<file path="src/rtl/ext_ctrl_pkg.sv">
// package for the external status command interpreter
// assumes a 125 MHz system clock; durations are held in seconds
package ext_ctrl_pkg;
  localparam int unsigned CLK_HZ = 125000000;
  localparam int unsigned TICK_PERIOD_S = 1;
  localparam int unsigned TICK_CYCLES = CLK_HZ * TICK_PERIOD_S;
  localparam logic [15:0] EXTERNAL_COMMAND_WORD_ADDR = 16'h1770;
  localparam logic [3:0] STATUS_AUTO = 4'h0;
  localparam logic [3:0] STATUS_LAST_POINT = 4'ha;
  localparam logic [3:0] STATUS_ALARM_RESET = 4'he;
  localparam logic [3:0] SINGLE_OFFSET_MA = 4'h4;
  localparam logic [4:0] SINGLE_MAX_MA = 5'h13;
  localparam logic [4:0] THRESHOLD_MA = 5'h0b;
  localparam logic [3:0] POINTS_RESET = 4'ha;
  localparam logic [11:0] ZERO_TIME_RESET = 12'h12c;
  localparam logic [11:0] SUCTION_TIME_RESET = 12'h03c;
  localparam logic [11:0] PURGE_TIME_RESET = 12'h03c;

  typedef enum logic [2:0] {
    SRC_OFF,
    SRC_RELAY,
    SRC_FOUR_CURRENT,
    SRC_ONE_CURRENT,
    SRC_BUS
  } source_t;

  typedef enum logic [2:0] {
    PH_AUTO,
    PH_ZERO,
    PH_SAMPLE,
    PH_MEASURE,
    PH_PURGE,
    PH_IDLE
  } phase_t;

  typedef struct packed {
    logic [11:0] zero_s;
    logic [11:0] suction_s;
    logic [11:0] purge_s;
  } durations_t;

  typedef struct packed {
    logic [9:0] point_valve;
    logic zero_valve;
    logic pump_on;
  } valves_t;
endpackage

</file>
<file path="src/rtl/status_decoder.sv">
// decodes the selected source into a 4-bit status number
// assumes all inputs already synchronised to clk_i
`timescale 1ns/10ps
`default_nettype none
module status_decoder (
  // source select
  input wire ext_ctrl_pkg::source_t source_i,
  // raw inputs, current in mA
  input wire logic [3:0] relay_i,
  input wire logic [4:0] line_in_1_ma_i,
  input wire logic [4:0] line_in_2_ma_i,
  input wire logic [4:0] line_in_3_ma_i,
  input wire logic [4:0] line_in_4_ma_i,
  input wire logic [3:0] bus_value_i,
  // result
  output logic [3:0] status_o
);
  logic [3:0] single;
  always_comb begin
    // below offset clamps to 0, above top clamps to 15
    if (line_in_1_ma_i <= {1'b0, ext_ctrl_pkg::SINGLE_OFFSET_MA}) begin
      single = 4'h0;
    end else if (line_in_1_ma_i > ext_ctrl_pkg::SINGLE_MAX_MA) begin
      single = 4'hf;
    end else begin
      single = 4'(line_in_1_ma_i - {1'b0, ext_ctrl_pkg::SINGLE_OFFSET_MA}); // RULE7
    end
  end

  always_comb begin
    case (source_i) // RULE9
      ext_ctrl_pkg::SRC_RELAY: status_o = relay_i;
      ext_ctrl_pkg::SRC_FOUR_CURRENT: status_o = {
        line_in_4_ma_i >= ext_ctrl_pkg::THRESHOLD_MA,
        line_in_3_ma_i >= ext_ctrl_pkg::THRESHOLD_MA,
        line_in_2_ma_i >= ext_ctrl_pkg::THRESHOLD_MA,
        line_in_1_ma_i >= ext_ctrl_pkg::THRESHOLD_MA}; // RULE1 RULE2
      ext_ctrl_pkg::SRC_ONE_CURRENT: status_o = single; // RULE7
      ext_ctrl_pkg::SRC_BUS: status_o = bus_value_i; // RULE8
      default: status_o = 4'h0;
    endcase
  end
endmodule // status_decoder
`default_nettype wire

</file>
<file path="src/rtl/ext_ctrl.sv">
// external status command interpreter: source decode and phase sequencing
// assumes pin-side current and relay inputs are asynchronous, bus write is on clk_i
// What this block does
// RULE1: four-input mode builds status from line_in_4 down to line_in_1.
// RULE2: each current reads zero below 11 mA, one from 11 to 20 mA.
// RULE3: status zero leaves the analyzer on its own automatic cycle.
// RULE4: status 1 to 10 samples that point if it is installed.
// RULE5: status 11,12,13,15 or above installed count means stand-by.
// RULE6: status 14 resets all active system alarms.
// RULE7: single-input mode: status is current minus 4 mA, 1 mA steps.
// RULE8: bus master writes status to holding register 6000, same encoding.
// RULE9: a source select picks off, relay, four current, one current or bus.
// RULE10: nonzero status raises external-control indicator and holds command.
// RULE11: zeroing, suction and purge durations are programmable and time phases.
// RULE12: stand-by purges for purge time, then valves closed, pump off, idle.
// RULE13: leaving stand-by runs zeroing, then measures the selected point.
// RULE14: selected point runs zeroing, then sampling, then measurement.
// RULE15: measurement runs until the status number changes to a code other than 14.
// RULE16: any change of selected point is preceded by a zeroing.
// RULE17: controller forces zeroing with ten seconds of stand-by, one hour max.
// RULE18: status registered each clock; a change restarts the sequencing, except a change to 14 or to a stand-by code during purge or idle.
`timescale 1ns/10ps
`default_nettype none
module ext_ctrl #(
  parameter int unsigned TICK_CYCLES = ext_ctrl_pkg::TICK_CYCLES,
  parameter int unsigned MAX_POINTS = 10
) (
  // clock and reset
  input wire logic clk_i,
  input wire logic rst_b_i,
  // configuration
  input wire ext_ctrl_pkg::source_t source_i,
  input wire logic [3:0] points_installed_i,
  input wire ext_ctrl_pkg::durations_t durations_i,
  // pin inputs, asynchronous
  input wire logic [3:0] relay_i,
  input wire logic [4:0] line_in_1_ma_i,
  input wire logic [4:0] line_in_2_ma_i,
  input wire logic [4:0] line_in_3_ma_i,
  input wire logic [4:0] line_in_4_ma_i,
  // register write port
  input wire logic reg_wr_i,
  input wire logic [15:0] reg_addr_i,
  input wire logic [15:0] reg_wdata_i,
  // status and actuators
  output logic [3:0] status_o,
  output logic ext_active_o,
  output ext_ctrl_pkg::phase_t phase_o,
  output logic [3:0] point_o,
  output ext_ctrl_pkg::valves_t valves_o,
  output logic alarm_reset_o
);
  localparam int TW = $clog2(TICK_CYCLES + 1);

  // two-flop synchronisers for pin inputs
  logic [23:0] meta, sync;
  logic [23:0] pins;
  assign pins = {relay_i, line_in_1_ma_i, line_in_2_ma_i, line_in_3_ma_i, line_in_4_ma_i};
  always_ff @(posedge clk_i or negedge rst_b_i) begin
    if (!rst_b_i) begin
      meta <= '0;
      sync <= '0;
    end else begin
      meta <= pins;
      sync <= meta;
    end
  end

  // command word register
  logic [15:0] cmd_word, next_cmd_word;
  always_comb begin
    next_cmd_word = cmd_word;
    if (reg_wr_i && reg_addr_i == ext_ctrl_pkg::EXTERNAL_COMMAND_WORD_ADDR) begin
      next_cmd_word = reg_wdata_i; // RULE8
    end
  end
  always_ff @(posedge clk_i or negedge rst_b_i) begin
    if (!rst_b_i) begin
      cmd_word <= '0;
    end else begin
      cmd_word <= next_cmd_word;
    end
  end

  // decode
  logic [3:0] decoded;
  status_decoder u_dec (
    .source_i(source_i),
    .relay_i(sync[23:20]),
    .line_in_1_ma_i(sync[19:15]),
    .line_in_2_ma_i(sync[14:10]),
    .line_in_3_ma_i(sync[9:5]),
    .line_in_4_ma_i(sync[4:0]),
    .bus_value_i(cmd_word[15:4] == 12'h000 ? cmd_word[3:0] : 4'hf),
    .status_o(decoded)
  );

  // classification of a status number
  function automatic logic is_standby(input logic [3:0] s, input logic [3:0] n);
    logic over;
    over = (s > n) || (s > ext_ctrl_pkg::STATUS_LAST_POINT);
    is_standby = (s != ext_ctrl_pkg::STATUS_ALARM_RESET)
      && (s != ext_ctrl_pkg::STATUS_AUTO) && over; // RULE5
  endfunction

  // sequencer state
  ext_ctrl_pkg::phase_t phase, next_phase;
  logic [3:0] status, next_status;
  logic [3:0] point, next_point;
  logic [TW-1:0] tick_cnt, next_tick_cnt;
  logic [11:0] sec_cnt, next_sec_cnt;
  logic active, next_active;
  logic alarm_pulse, next_alarm_pulse;
  ext_ctrl_pkg::valves_t valves, next_valves;
  logic [3:0] n_pts;
  logic changed, sec_tick, expired;

  assign n_pts = (points_installed_i > 4'(MAX_POINTS)) ? 4'(MAX_POINTS) : points_installed_i;
  assign changed = decoded != status; // RULE18
  assign sec_tick = tick_cnt == TW'(TICK_CYCLES - 1);
  assign expired = sec_tick && sec_cnt <= 12'h001;

  always_comb begin
    next_status = decoded; // RULE18
    next_phase = phase;
    next_point = point;
    next_tick_cnt = sec_tick ? '0 : tick_cnt + TW'(1);
    next_sec_cnt = (sec_tick && sec_cnt != 12'h000) ? sec_cnt - 12'h001 : sec_cnt;
    next_active = decoded != ext_ctrl_pkg::STATUS_AUTO; // RULE10
    next_alarm_pulse = 1'b0;
    if (changed) begin
      next_tick_cnt = '0;
      if (decoded == ext_ctrl_pkg::STATUS_ALARM_RESET) begin
        next_alarm_pulse = 1'b1; // RULE6
      end else if (decoded == ext_ctrl_pkg::STATUS_AUTO) begin
        next_phase = ext_ctrl_pkg::PH_AUTO; // RULE3
        next_point = 4'h0;
      end else if (is_standby(decoded, n_pts)) begin
        if (phase != ext_ctrl_pkg::PH_PURGE && phase != ext_ctrl_pkg::PH_IDLE) begin
          next_phase = ext_ctrl_pkg::PH_PURGE; // RULE12
          next_sec_cnt = durations_i.purge_s; // RULE11
        end
        next_point = 4'h0;
      end else begin
        // new point or return from stand-by: always start with zeroing
        next_phase = ext_ctrl_pkg::PH_ZERO; // RULE4 RULE13 RULE16
        next_point = decoded;
        next_sec_cnt = durations_i.zero_s; // RULE11
      end
    end else begin
      case (phase)
        ext_ctrl_pkg::PH_ZERO: begin
          if (expired) begin
            next_phase = ext_ctrl_pkg::PH_SAMPLE; // RULE14
            next_sec_cnt = durations_i.suction_s;
          end
        end
        ext_ctrl_pkg::PH_SAMPLE: begin
          if (expired) begin
            next_phase = ext_ctrl_pkg::PH_MEASURE; // RULE14
          end
        end
        ext_ctrl_pkg::PH_MEASURE: begin
          next_phase = ext_ctrl_pkg::PH_MEASURE; // RULE15
        end
        ext_ctrl_pkg::PH_PURGE: begin
          if (expired) begin
            next_phase = ext_ctrl_pkg::PH_IDLE; // RULE12
          end
        end
        default: begin
          next_phase = phase;
        end
      endcase
    end
  end

  // actuator outputs follow the next phase
  always_comb begin
    next_valves = '0;
    case (next_phase)
      ext_ctrl_pkg::PH_ZERO: begin
        next_valves.zero_valve = 1'b1;
        next_valves.pump_on = 1'b1;
      end
      ext_ctrl_pkg::PH_SAMPLE, ext_ctrl_pkg::PH_MEASURE: begin
        next_valves.point_valve[next_point - 4'h1] = 1'b1;
        next_valves.pump_on = 1'b1;
      end
      ext_ctrl_pkg::PH_PURGE: begin
        next_valves.zero_valve = 1'b1; // RULE12
        next_valves.pump_on = 1'b1;
      end
      default: begin
        next_valves = '0; // RULE12
      end
    endcase
  end

  always_ff @(posedge clk_i or negedge rst_b_i) begin
    if (!rst_b_i) begin
      phase <= ext_ctrl_pkg::PH_AUTO;
      status <= ext_ctrl_pkg::STATUS_AUTO;
      point <= 4'h0;
      tick_cnt <= '0;
      sec_cnt <= '0;
      active <= 1'b0;
      alarm_pulse <= 1'b0;
      valves <= '0;
    end else begin
      phase <= next_phase;
      status <= next_status;
      point <= next_point;
      tick_cnt <= next_tick_cnt;
      sec_cnt <= next_sec_cnt;
      active <= next_active;
      alarm_pulse <= next_alarm_pulse;
      valves <= next_valves;
    end
  end

  assign status_o = status;
  assign ext_active_o = active;
  assign phase_o = phase;
  assign point_o = point;
  assign valves_o = valves;
  assign alarm_reset_o = alarm_pulse;
endmodule // ext_ctrl
`default_nettype wire

</file>
<file path="config.mk">
export PLATFORM = sky130hd
export DESIGN_NAME = ext_ctrl
export DESIGN_NICKNAME = d
export VERILOG_FILES = /design/src/rtl/ext_ctrl_pkg.sv /design/src/rtl/status_decoder.sv /design/src/rtl/ext_ctrl.sv
export SDC_FILE = /design/constraint.sdc
export NUM_CORES = 1
export LEC_CHECK = 0
export BUFFER_PORTS_ARGS = -buffer_cell sky130_fd_sc_hd__clkbuf_2
export CAP_MARGIN = 25
export CORE_MARGIN = 1
export CORE_UTILIZATION = 50
export CTS_CLUSTER_DIAMETER = 30
export DETAILED_ROUTE_END_ITERATION = 7
export GPL_TIMING_DRIVEN = 0
export PLACE_DENSITY = 0.77
export SYNTH_ARGS = -nofsm -noshare
export SYNTH_HDL_FRONTEND = slang
export SYNTH_SLANG_ARGS = --single-unit
</file>
<file path="constraint.sdc">
create_clock -name clk_i -period 4.05 [get_ports clk_i]
set_input_delay 0.81 -clock clk_i [delete_from_list [all_inputs] [get_ports clk_i]]
set_output_delay 0.81 -clock clk_i [all_outputs]
set_load 0.01 [all_outputs]
</file>
* After elaboration in Yosys (flattened, before gate mapping) *
Cells that the tools add are included.

storage, ports and cells
  register bits = 128
  output and inout bits = 25
  logic and storage cells = 98

cells by class
  add/subtract/negate cells = 4
  $lt $le $gt $ge = 12
  eq/ne operators = 19
  multiplexer cells = 35
  reduce and logical (&&, ||, !) cells = 15

operators by type and width
  kind                                                                                  count
  12-bit 2-to-1 mux                                                                     8
  27-bit 2-to-1 mux                                                                     2
  4-bit 2-to-1 mux                                                                      8
  27-bit by 1-bit adder with 27-bit output (second input constant)                      1
  27-bit equality test (second input constant)                                          1
  3-bit 2-to-1 mux                                                                      8
  5-bit by 4-bit greater-or-equal comparator with 1-bit output (second input constant)  4
  3-bit by 2-bit equality test with 1-bit output (second input constant)                6
  16-bit by 13-bit equality test with 1-bit output (second input constant)              1
  4-bit case mux with 4 select lines                                                    1
  12-bit by 1-bit less-or-equal comparator with 1-bit output (second input constant)    1
  12-bit logical NOT                                                                    1
  3-bit case mux with 4 select lines                                                    1
  12-bit nonzero test                                                                   1
  12-bit by 1-bit subtractor with 12-bit output (second input constant)                 1
  10-bit 2-to-1 mux                                                                     1
  3-bit by 1-bit equality test with 1-bit output (second input constant)                3
  3-bit equality test (second input constant)                                           3
  4-bit > comparator (second input constant)                                            2
  1-bit logical AND                                                                     7
  3-bit != test (second input constant)                                                 2
  5-bit > comparator (second input constant)                                            1
  5-bit by 3-bit less-or-equal comparator with 1-bit output (second input constant)     1
  4-bit by 5-bit less-than comparator with 1-bit output (second input constant)         1
  14 further kinds                                                                      19

* Depth between registers and ports, before layout *
Gate-level depths: netlist (run 1).

  depth after elaboration = 17
  mapped depth = 19

* Cells and area by module *
A second synthesis (run 1) with hierarchy kept.

second synthesis, totals
  cell total of the unflattened synthesis = 540
  area, all modules = 5,869.4 µm²

modules (own cells, without submodules)
  module          instances  cells each  area each (µm²)
  ext_ctrl        1          489         5,536.6
  status_decoder  1          51          332.8

* Worst setup path after synthesis (run 1) *
Ideal clock, no wire load.

  path type = flip-flop to flip-flop
  from = register cmd_word[9]
  to = register valves (netlist bit valves_o[1])
  setup time = 95 ps
  arrival = 4,211 ps
  setup slack = -257 ps
  stages on the path, launching flop included = 17
  path buffers = 3
  period minus slack after synthesis = 4,307 ps
  path through = dfrtp_1 > or4_4 > or4_1 > a211oi_1 > and2_1 > clkbuf_1 > clkbuf_1 > ha_1 > nor2b_1 > o21a_1 > o21a_1 > o21a_1 > clkbuf_1 > o21ai_0 > o21ai_0 > a311o_1 > o32ai_2

RTL lines
  element                 RTL line         RTL
  start, declared         ext_ctrl.sv:70   logic [15:0] cmd_word, next_cmd_word;
  start signal, assigned  ext_ctrl.sv:81   cmd_word <= next_cmd_word;
  end signal, assigned    ext_ctrl.sv:218  valves <= next_valves;
  end, declared           ext_ctrl.sv:114  ext_ctrl_pkg::valves_t valves, next_valves;

==> results.cfg, run 1 <==
[status]
status = finished clean

[routing]
avgViaCountPerCell = 5.94
wl_per_cell_um = 17.6
drc_errors = 0
vias = 5673
drtAntennaViolNets = 0
routed_wl_um = 16800
drtIter0Drc = 447
firstDrtPassIters = 5

[cells_and_area]
final_cells = 955
layout-drive-gt1-share_pct = 33.0
synthToLayoutAreaGrowth_pct = 29.6
design_area_um2 = 8170
nets = 886
post-route-util_pct = 67.2
antennaDiodeCount = 0

[placed_design]
dp_cells = 911
port_buffers = 126
place_area_um2 = 7200
place_congestion = 0.930
dp_hpwl_um = 11300

[timing]
period_share_pct = 99.7
timing.slew.headroom_pct = 43.4
grt_setup_unrepaired = true
slew_violations = 0
tightest_slew_ps = 826
hold_ws_ps = 300
skew_ps = 13.2
min_period_ps = 4040
finalHoldViolCount = 0
setup_viol = 0
max_freq_mhz = 248

[cts]
path_clk_slew_ps = 60
h-tree-depth = 4
cts_tree = built
cts_root_buffer = clkbuf_16
numCtsBuffers = 17
cts_num_sinks = 128
cts_hold_buf = 0
clkLatencyLatePin_ps = 430
cts_max_path_buffers = 2

[yosys]
syn_area_um2 = 6300
ys_ff_latch = 128
synth.distinct_cells = 68
syn_avg_cell_area_um2 = 10.2
synth_top_flop_cell = dfrtp_1
synthCells = 616
syn_nets = 728
ys_seq_area_share_pct = 50.8
synth_edf_count = 0
synth_warnings = 0
async_flop_share_pct = 100

[floorplanning]
coreArea_um2 = 12200
ios = 127
die_area_um2 = 13100
die_y_um = 114
initial_core_util_pct = 51.8
fp-row-count = 40
die_w_um = 114

[critical_path]
crit_path_start_kind = flop
endpoint_kind = flop
critical_path_class = reg2reg
crit_required_ps = 4370
cp_slowest_cell = or4_4
cp_top_family = compound AO/OA/AOI/OAI gates
crit_buf_inv = 2
critPathMaxStageDelay_ps = 560
worstPathArrival_ps = 4360
path_max_fanout = 11
crit_chain = or4_4, or4_4, a2bb2oi_2, nand2_2, buf_4, ha_1, o21a_1, o21a_1, o21a_4, buf_8, a21oi_4, a211oi_4, a311o_1, o32ai_2

[power]
power.total_uw = 3820
p_seq_share_pct = 38.9
cellPowerDensity_nw_per_um2 = 467
swShare_pct = 31.6
internal-power_uw = 2610
ir_drop_uv = 320
p_leak_uw = 0.00361
clkPwrFrac_pct = 39.4
p_comb_share_pct = 21.7
switchingPower_uw = 1210

[global_route]
track_usage_pct = 26.7
grt_max_degree = 90
grt_pass1_vias = 5628
grt_first_pass_wirelength_um = 26600
grt_antenna_before_repair = 0
overflow = 0

[flow_run]
cap_viol_max_count = 0

[hold_path]
hp-class = in2async
## stage by stage
step / setup WS [ps] / TNS [ps]
4_1_cts: -29.3 / -67.0
5_1_grt: -120 / -703
3_5_place_dp: -704 / -14110
6_report: 13.4 / 0
2_1_floorplan: 3.92 / 0
3_3_place_gp: -539 / -10780
## placed cells by master (no fill, tap or decap), types with 4 or more instances in the layout
cell type	instances
nand4b_1	6
nor2_1	54
o22ai_1	4
nor4bb_1	5
a221oi_1	6
nor4_1	7
a211oi_1	5
clkbuf_2	128
mux2_2	21
dfrtp_1	128
ha_1	8
nor3_2	10
inv_6	6
xnor2_1	16
buf_4	14
inv_1	15
and2_1	7
or3_1	10
clkbuf_16	18
clkbuf_1	10
nand3b_1	12
nand4_1	10
nand3_1	31
or4_4	5
nor2b_1	4
and3_1	5
nor3_1	10
or4_1	5
a21oi_1	32
o21ai_0	26
nand2_1	41
xor2_1	16
o21a_1	7
o211ai_1	12
## sequential cells by signal, summed over array words and instances (netlist names), 3 cells and up
register	count
sec_cnt	12
tick_cnt	27
cmd_word	16
point_o	4
status_o	4
sync	24
phase_o	3
meta	24
valves_o	12
## per-layer routing
| metal | track usage [%] | vias up | wire [um] | share of wire [%] |
|---|---|---|---|---|
| met3 | 6.35 | 53 | 1370 | 8.1 |
| met4 | 14.4 | 0 | 531 | 3.2 |
| met5 | 0 | - | 0 | 0 |
| met2 | 44.9 | 321 | 8310 | 49 |
| li1 | - | 2578 | - | - |
| met1 | 31.8 | 2721 | 6620 | 39 |
## power by group through the flow
stage          logic [uW]  clock network [uW]  registers (uW)
2_1_floorplan         458                   0            1490
3_3_place_gp          677                   0            1500
3_5_place_dp          703                   0            1500
4_1_cts               760                1520            1480
5_1_grt               887                1580            1500
6_report              828                1500            1490
## logic make-up after synthesis
logic type | after synthesis | synth area share (%)
AOI/OAI and AO/OA | 132 | 14.6
muxes | 22 | 3.91
and+or+nand+nor | 248 | 21.5
DFF | 128 | 50.8
xor gates and xnor gates | 32 | 4.45
buffers and inverters | 44 | 2.76
adders and majority gates | 10 | 1.98
## cell type report
type | count | area [um2]
plain buffers | 23 | 148
multi-input cells | 444 | 3170
well taps | 168 | 210
fillers | 898 | 3990
inverters | 18 | 70.1
clock inverters | 14 | 146
clock buffers | 18 | 439
flip-flops and latches | 128 | 3200
repair buffers | 142 | 783
## timing repair
action	4_1_cts	5_1_grt
endpoints found under the setup margin	28	44
pin swaps	13	23
gates cloned	1	0
buffers inserted	9	5
gates resized for setup	30	34
## synth_stat cells, types with 4 or more instances
cell type / n / area, um2
xor2_1: 16 / 140
o211ai_1: 12 / 90.1
nor4_1: 7 / 43.8
a221oi_1: 7 / 61.3
buf_2: 4 / 20.0
nand3b_1: 12 / 90.1
nand4b_1: 6 / 52.6
clkbuf_1: 17 / 63.8
nor2_1: 55 / 206
a21oi_1: 33 / 165
a211oi_1: 9 / 67.6
o22ai_1: 4 / 25.0
mux2_2: 21 / 236
or4_1: 8 / 60.1
nor4bb_1: 5 / 50.1
dfrtp_1: 128 / 3200
or3_1: 11 / 68.8
inv_1: 16 / 60.1
nor3_1: 21 / 105
xnor2_1: 16 / 140
buf_1: 4 / 15.0
nand3_1: 31 / 155
and3_1: 5 / 31.3
o21ai_0: 29 / 145
and2_1: 8 / 50.1
nand2_1: 43 / 161
ha_1: 10 / 125
nand4_1: 10 / 62.6
nor2b_1: 5 / 31.3
o21a_1: 8 / 60.1
## worst paths after layout
check                           depth (start not counted)               startpoint                    end  slack [ps]
max in group asynchronous                               2                  rst_b_i   sec_cnt[6]$_DFF_PN0_        3020
worst max-delay path                                   14  cmd_word[9]$_DFFE_PN0P_  valves_o[1]$_DFF_PN0_          10
worst min register to register                          0        meta[7]$_DFF_PN0_      sync[7]$_DFF_PN0_         350
min in group clk_i                                      0        meta[7]$_DFF_PN0_      sync[7]$_DFF_PN0_         350
worst max register to register                         14  cmd_word[9]$_DFFE_PN0P_  valves_o[1]$_DFF_PN0_          10
worst min-delay path                                    1                  rst_b_i      meta[0]$_DFF_PN0_         300
Note: power is estimated with default switching activity, not from simulation.
==> run 2: changes to the inputs <==
--- a/config.mk
+++ b/config.mk
@@ -6,8 +6,8 @@
 export NUM_CORES = 1
 export LEC_CHECK = 0
 export BUFFER_PORTS_ARGS = -buffer_cell sky130_fd_sc_hd__clkbuf_2
-export CAP_MARGIN = 25
-export CORE_MARGIN = 1
+export CAP_MARGIN = 5
+export CORE_MARGIN = 5
 export CORE_UTILIZATION = 50
 export CTS_CLUSTER_DIAMETER = 30
 export DETAILED_ROUTE_END_ITERATION = 7
==> run 2 against run 1 <==
Net effect:
- the run now ends with setup timing left
- sequential share of layout area increased by 0.22 points
- sequential power about the same
- routed wire length about the same
- core utilization decreased by 2.0 points
- critical path depth up 1
- via count shrank 1.7%
- worst setup slack worse by 35 ps
- first-iteration DRC count rose by 32%
==> results.cfg, run 2 (synthesis results as in run 1) <==
[status]
status = finished, violations left
violations = setup timing

[critical_path]
worstPathArrival_ps = 4400
crit_path_start_kind = flop
crit_buf_inv = 3
critical_path_class = reg2reg
critPathMaxStageDelay_ps = 560
rr_endpoint = valves_o[0]$_DFF_PN0_
cp.depth = 15
endpoint_kind = flop
cp_top_family = compound AO/OA/AOI/OAI gates
crit_chain = or4_4, or4_4, a2111oi_4, inv_2, ha_4, nor2b_1, o21a_1, o21a_1, o21a_4, buf_8, a21oi_4, a211oi_4, buf_4, nand4_1, a32oi_1
reg2reg_from = cmd_word[14]$_DFFE_PN0P_
crit_required_ps = 4370
r2r_slack_ps = -20
reg2reg_depth = 15
path_max_fanout = 6
cp_slowest_cell = or4_4

[floorplanning]
ios = 127
coreArea_um2 = 12500
die_y_um = 122
die_area_um2 = 15000
die_w_um = 122
fp-row-count = 41
initial_core_util_pct = 50.6

[routing]
avgViaCountPerCell = 5.80
wl_per_cell_um = 17.5
routed_wl_um = 16800
vias = 5575
drtAntennaViolNets = 0
drc_errors = 0
drtIter0Drc = 589
firstDrtPassIters = 5

[global_route]
grt_antenna_before_repair = 0
overflow = 0
grt_pass1_vias = 5676
grt_first_pass_wirelength_um = 27400
track_usage_pct = 23.4
grt_max_degree = 85

[power]
p_leak_uw = 0.00360
ir_drop_uv = 344
cellPowerDensity_nw_per_um2 = 466

[cells_and_area]
largest_register_ffs = 27
layout_common_cells = dfrtp_1 (128), clkbuf_2 (127), nor2_1 (54), nand2_1 (41), a21oi_1 (32)
largestRegisters = tick_cnt (27), meta (24), sync (24)
antennaDiodeCount = 0
synthToLayoutAreaGrowth_pct = 28.9
nets = 888
layout-drive-gt1-share_pct = 31.8
final_common_cell = dfrtp_1
top_register = tick_cnt
post-route-util_pct = 65.2

[cts]
clkLatencyLatePin_ps = 430
cts_max_path_buffers = 2
path_clk_slew_ps = 70
cts_num_sinks = 128
numCtsBuffers = 17
h-tree-depth = 4
cts_tree = built
cts_hold_buf = 0
cts_root_buffer = clkbuf_16

[timing]
setup_viol = 1
skew_ps = 9.95
min_period_ps = 4070
tightest_slew_ps = 760
slew_violations = 0
finalHoldViolCount = 0
grt_setup_unrepaired = true
max_freq_mhz = 246
period_share_pct = 101
final.setup.worst_slack_ps = -21.6
timing.slew.headroom_pct = 47.9

[placed_design]
port_buffers = 126
dp_hpwl_um = 11900
pre_cts_ws_ps = -678
place_congestion = 0.962

[flow_run]
cap_viol_max_count = 0

[hold_path]
hp-class = in2async
run 2: changes by cell type in the layout (fill, tap and decap cells not counted), sizes merged:
cell      before  now
inv           26   29
buf           21   22
bufinv         1    0
clkinvlp       2    1
run 2: power breakdown:
group,switching [uW],internal (uW)
Clock,662,828
Combinational,471,338
Sequential,103,1380
run 2: what timing repair did:
| item | 4_1_cts | 5_1_grt |
|---|---|---|
| pin swaps | 20 | 18 |
| setup endpoints to repair | 27 | 44 |
| setup buffers | 10 | 4 |
| endpoints found under the hold margin | 0 | 0 |
| resized for setup | 36 | 18 |
| cloned | 1 | 0 |
run 2: stage by stage:
step	power, uW	instance area [um2]	std cells	hold slack, ps	TNS [ps]
5_1_grt	3950	8130	961	329	-521
4_1_cts	3760	8050	958	314	-98.7
6_report	3790	8130	961	311	-21.6
2_1_floorplan	1950	6320	616	331	0
3_3_place_gp	2180	7170	914	334	-10980
3_5_place_dp	2210	7200	915	336	-13460
run 2: how the worst max path moves through the flow:
| stage | endpoint | slack (ps) | startpoint |
|---|---|---|---|
| 2_1_floorplan | valves_o[1]$_DFF_PN0_ | 4 | cmd_word[9]$_DFFE_PN0P_ |
| 3_3_place_gp | sec_cnt[9]$_DFF_PN0_ | -570 | source_i[1] |
| 3_5_place_dp | valves_o[0]$_DFF_PN0_ | -680 | source_i[1] |
| 4_1_cts | valves_o[1]$_DFF_PN0_ | -50 | cmd_word[6]$_DFFE_PN0P_ |
| 5_1_grt | valves_o[2]$_DFF_PN0_ | -100 | cmd_word[14]$_DFFE_PN0P_ |
| 6_report | valves_o[0]$_DFF_PN0_ | -20 | cmd_word[14]$_DFFE_PN0P_ |
run 2: layout make-up:
cell class	count	area, um2
sequential	128	3200
clock inverter	15	163
fill	953	4340
inverter	18	70.1
buffer	25	154
timing repair buffer	142	783
clock buffer	17	425
tap	172	215
multi-input combinational	444	3120
run 2: metal layers:
metal | GRT usage, % | share of wire [%] | vias up | wire length, um
met5 | 0 | 0 | - | 0
met4 | 10.7 | 2.6 | 0 | 431
met3 | 5.21 | 7.5 | 45 | 1270
met2 | 39.4 | 50 | 269 | 8460
met1 | 28.9 | 40 | 2686 | 6680
li1 | - | - | 2575 | -
run 2: worst reg2reg max path, cell delays in order, from the launching register on:
cell and delay [ps]:
dfrtp_1 370, or4_4 560, or4_4 550, a2111oi_4 380, inv_2 110, ha_4 280
nor2b_1 120, o21a_1 120, o21a_1 170, o21a_4 180, buf_8 140, a21oi_4 60
a211oi_4 380, buf_4 180, nand4_1 100, a32oi_1 270
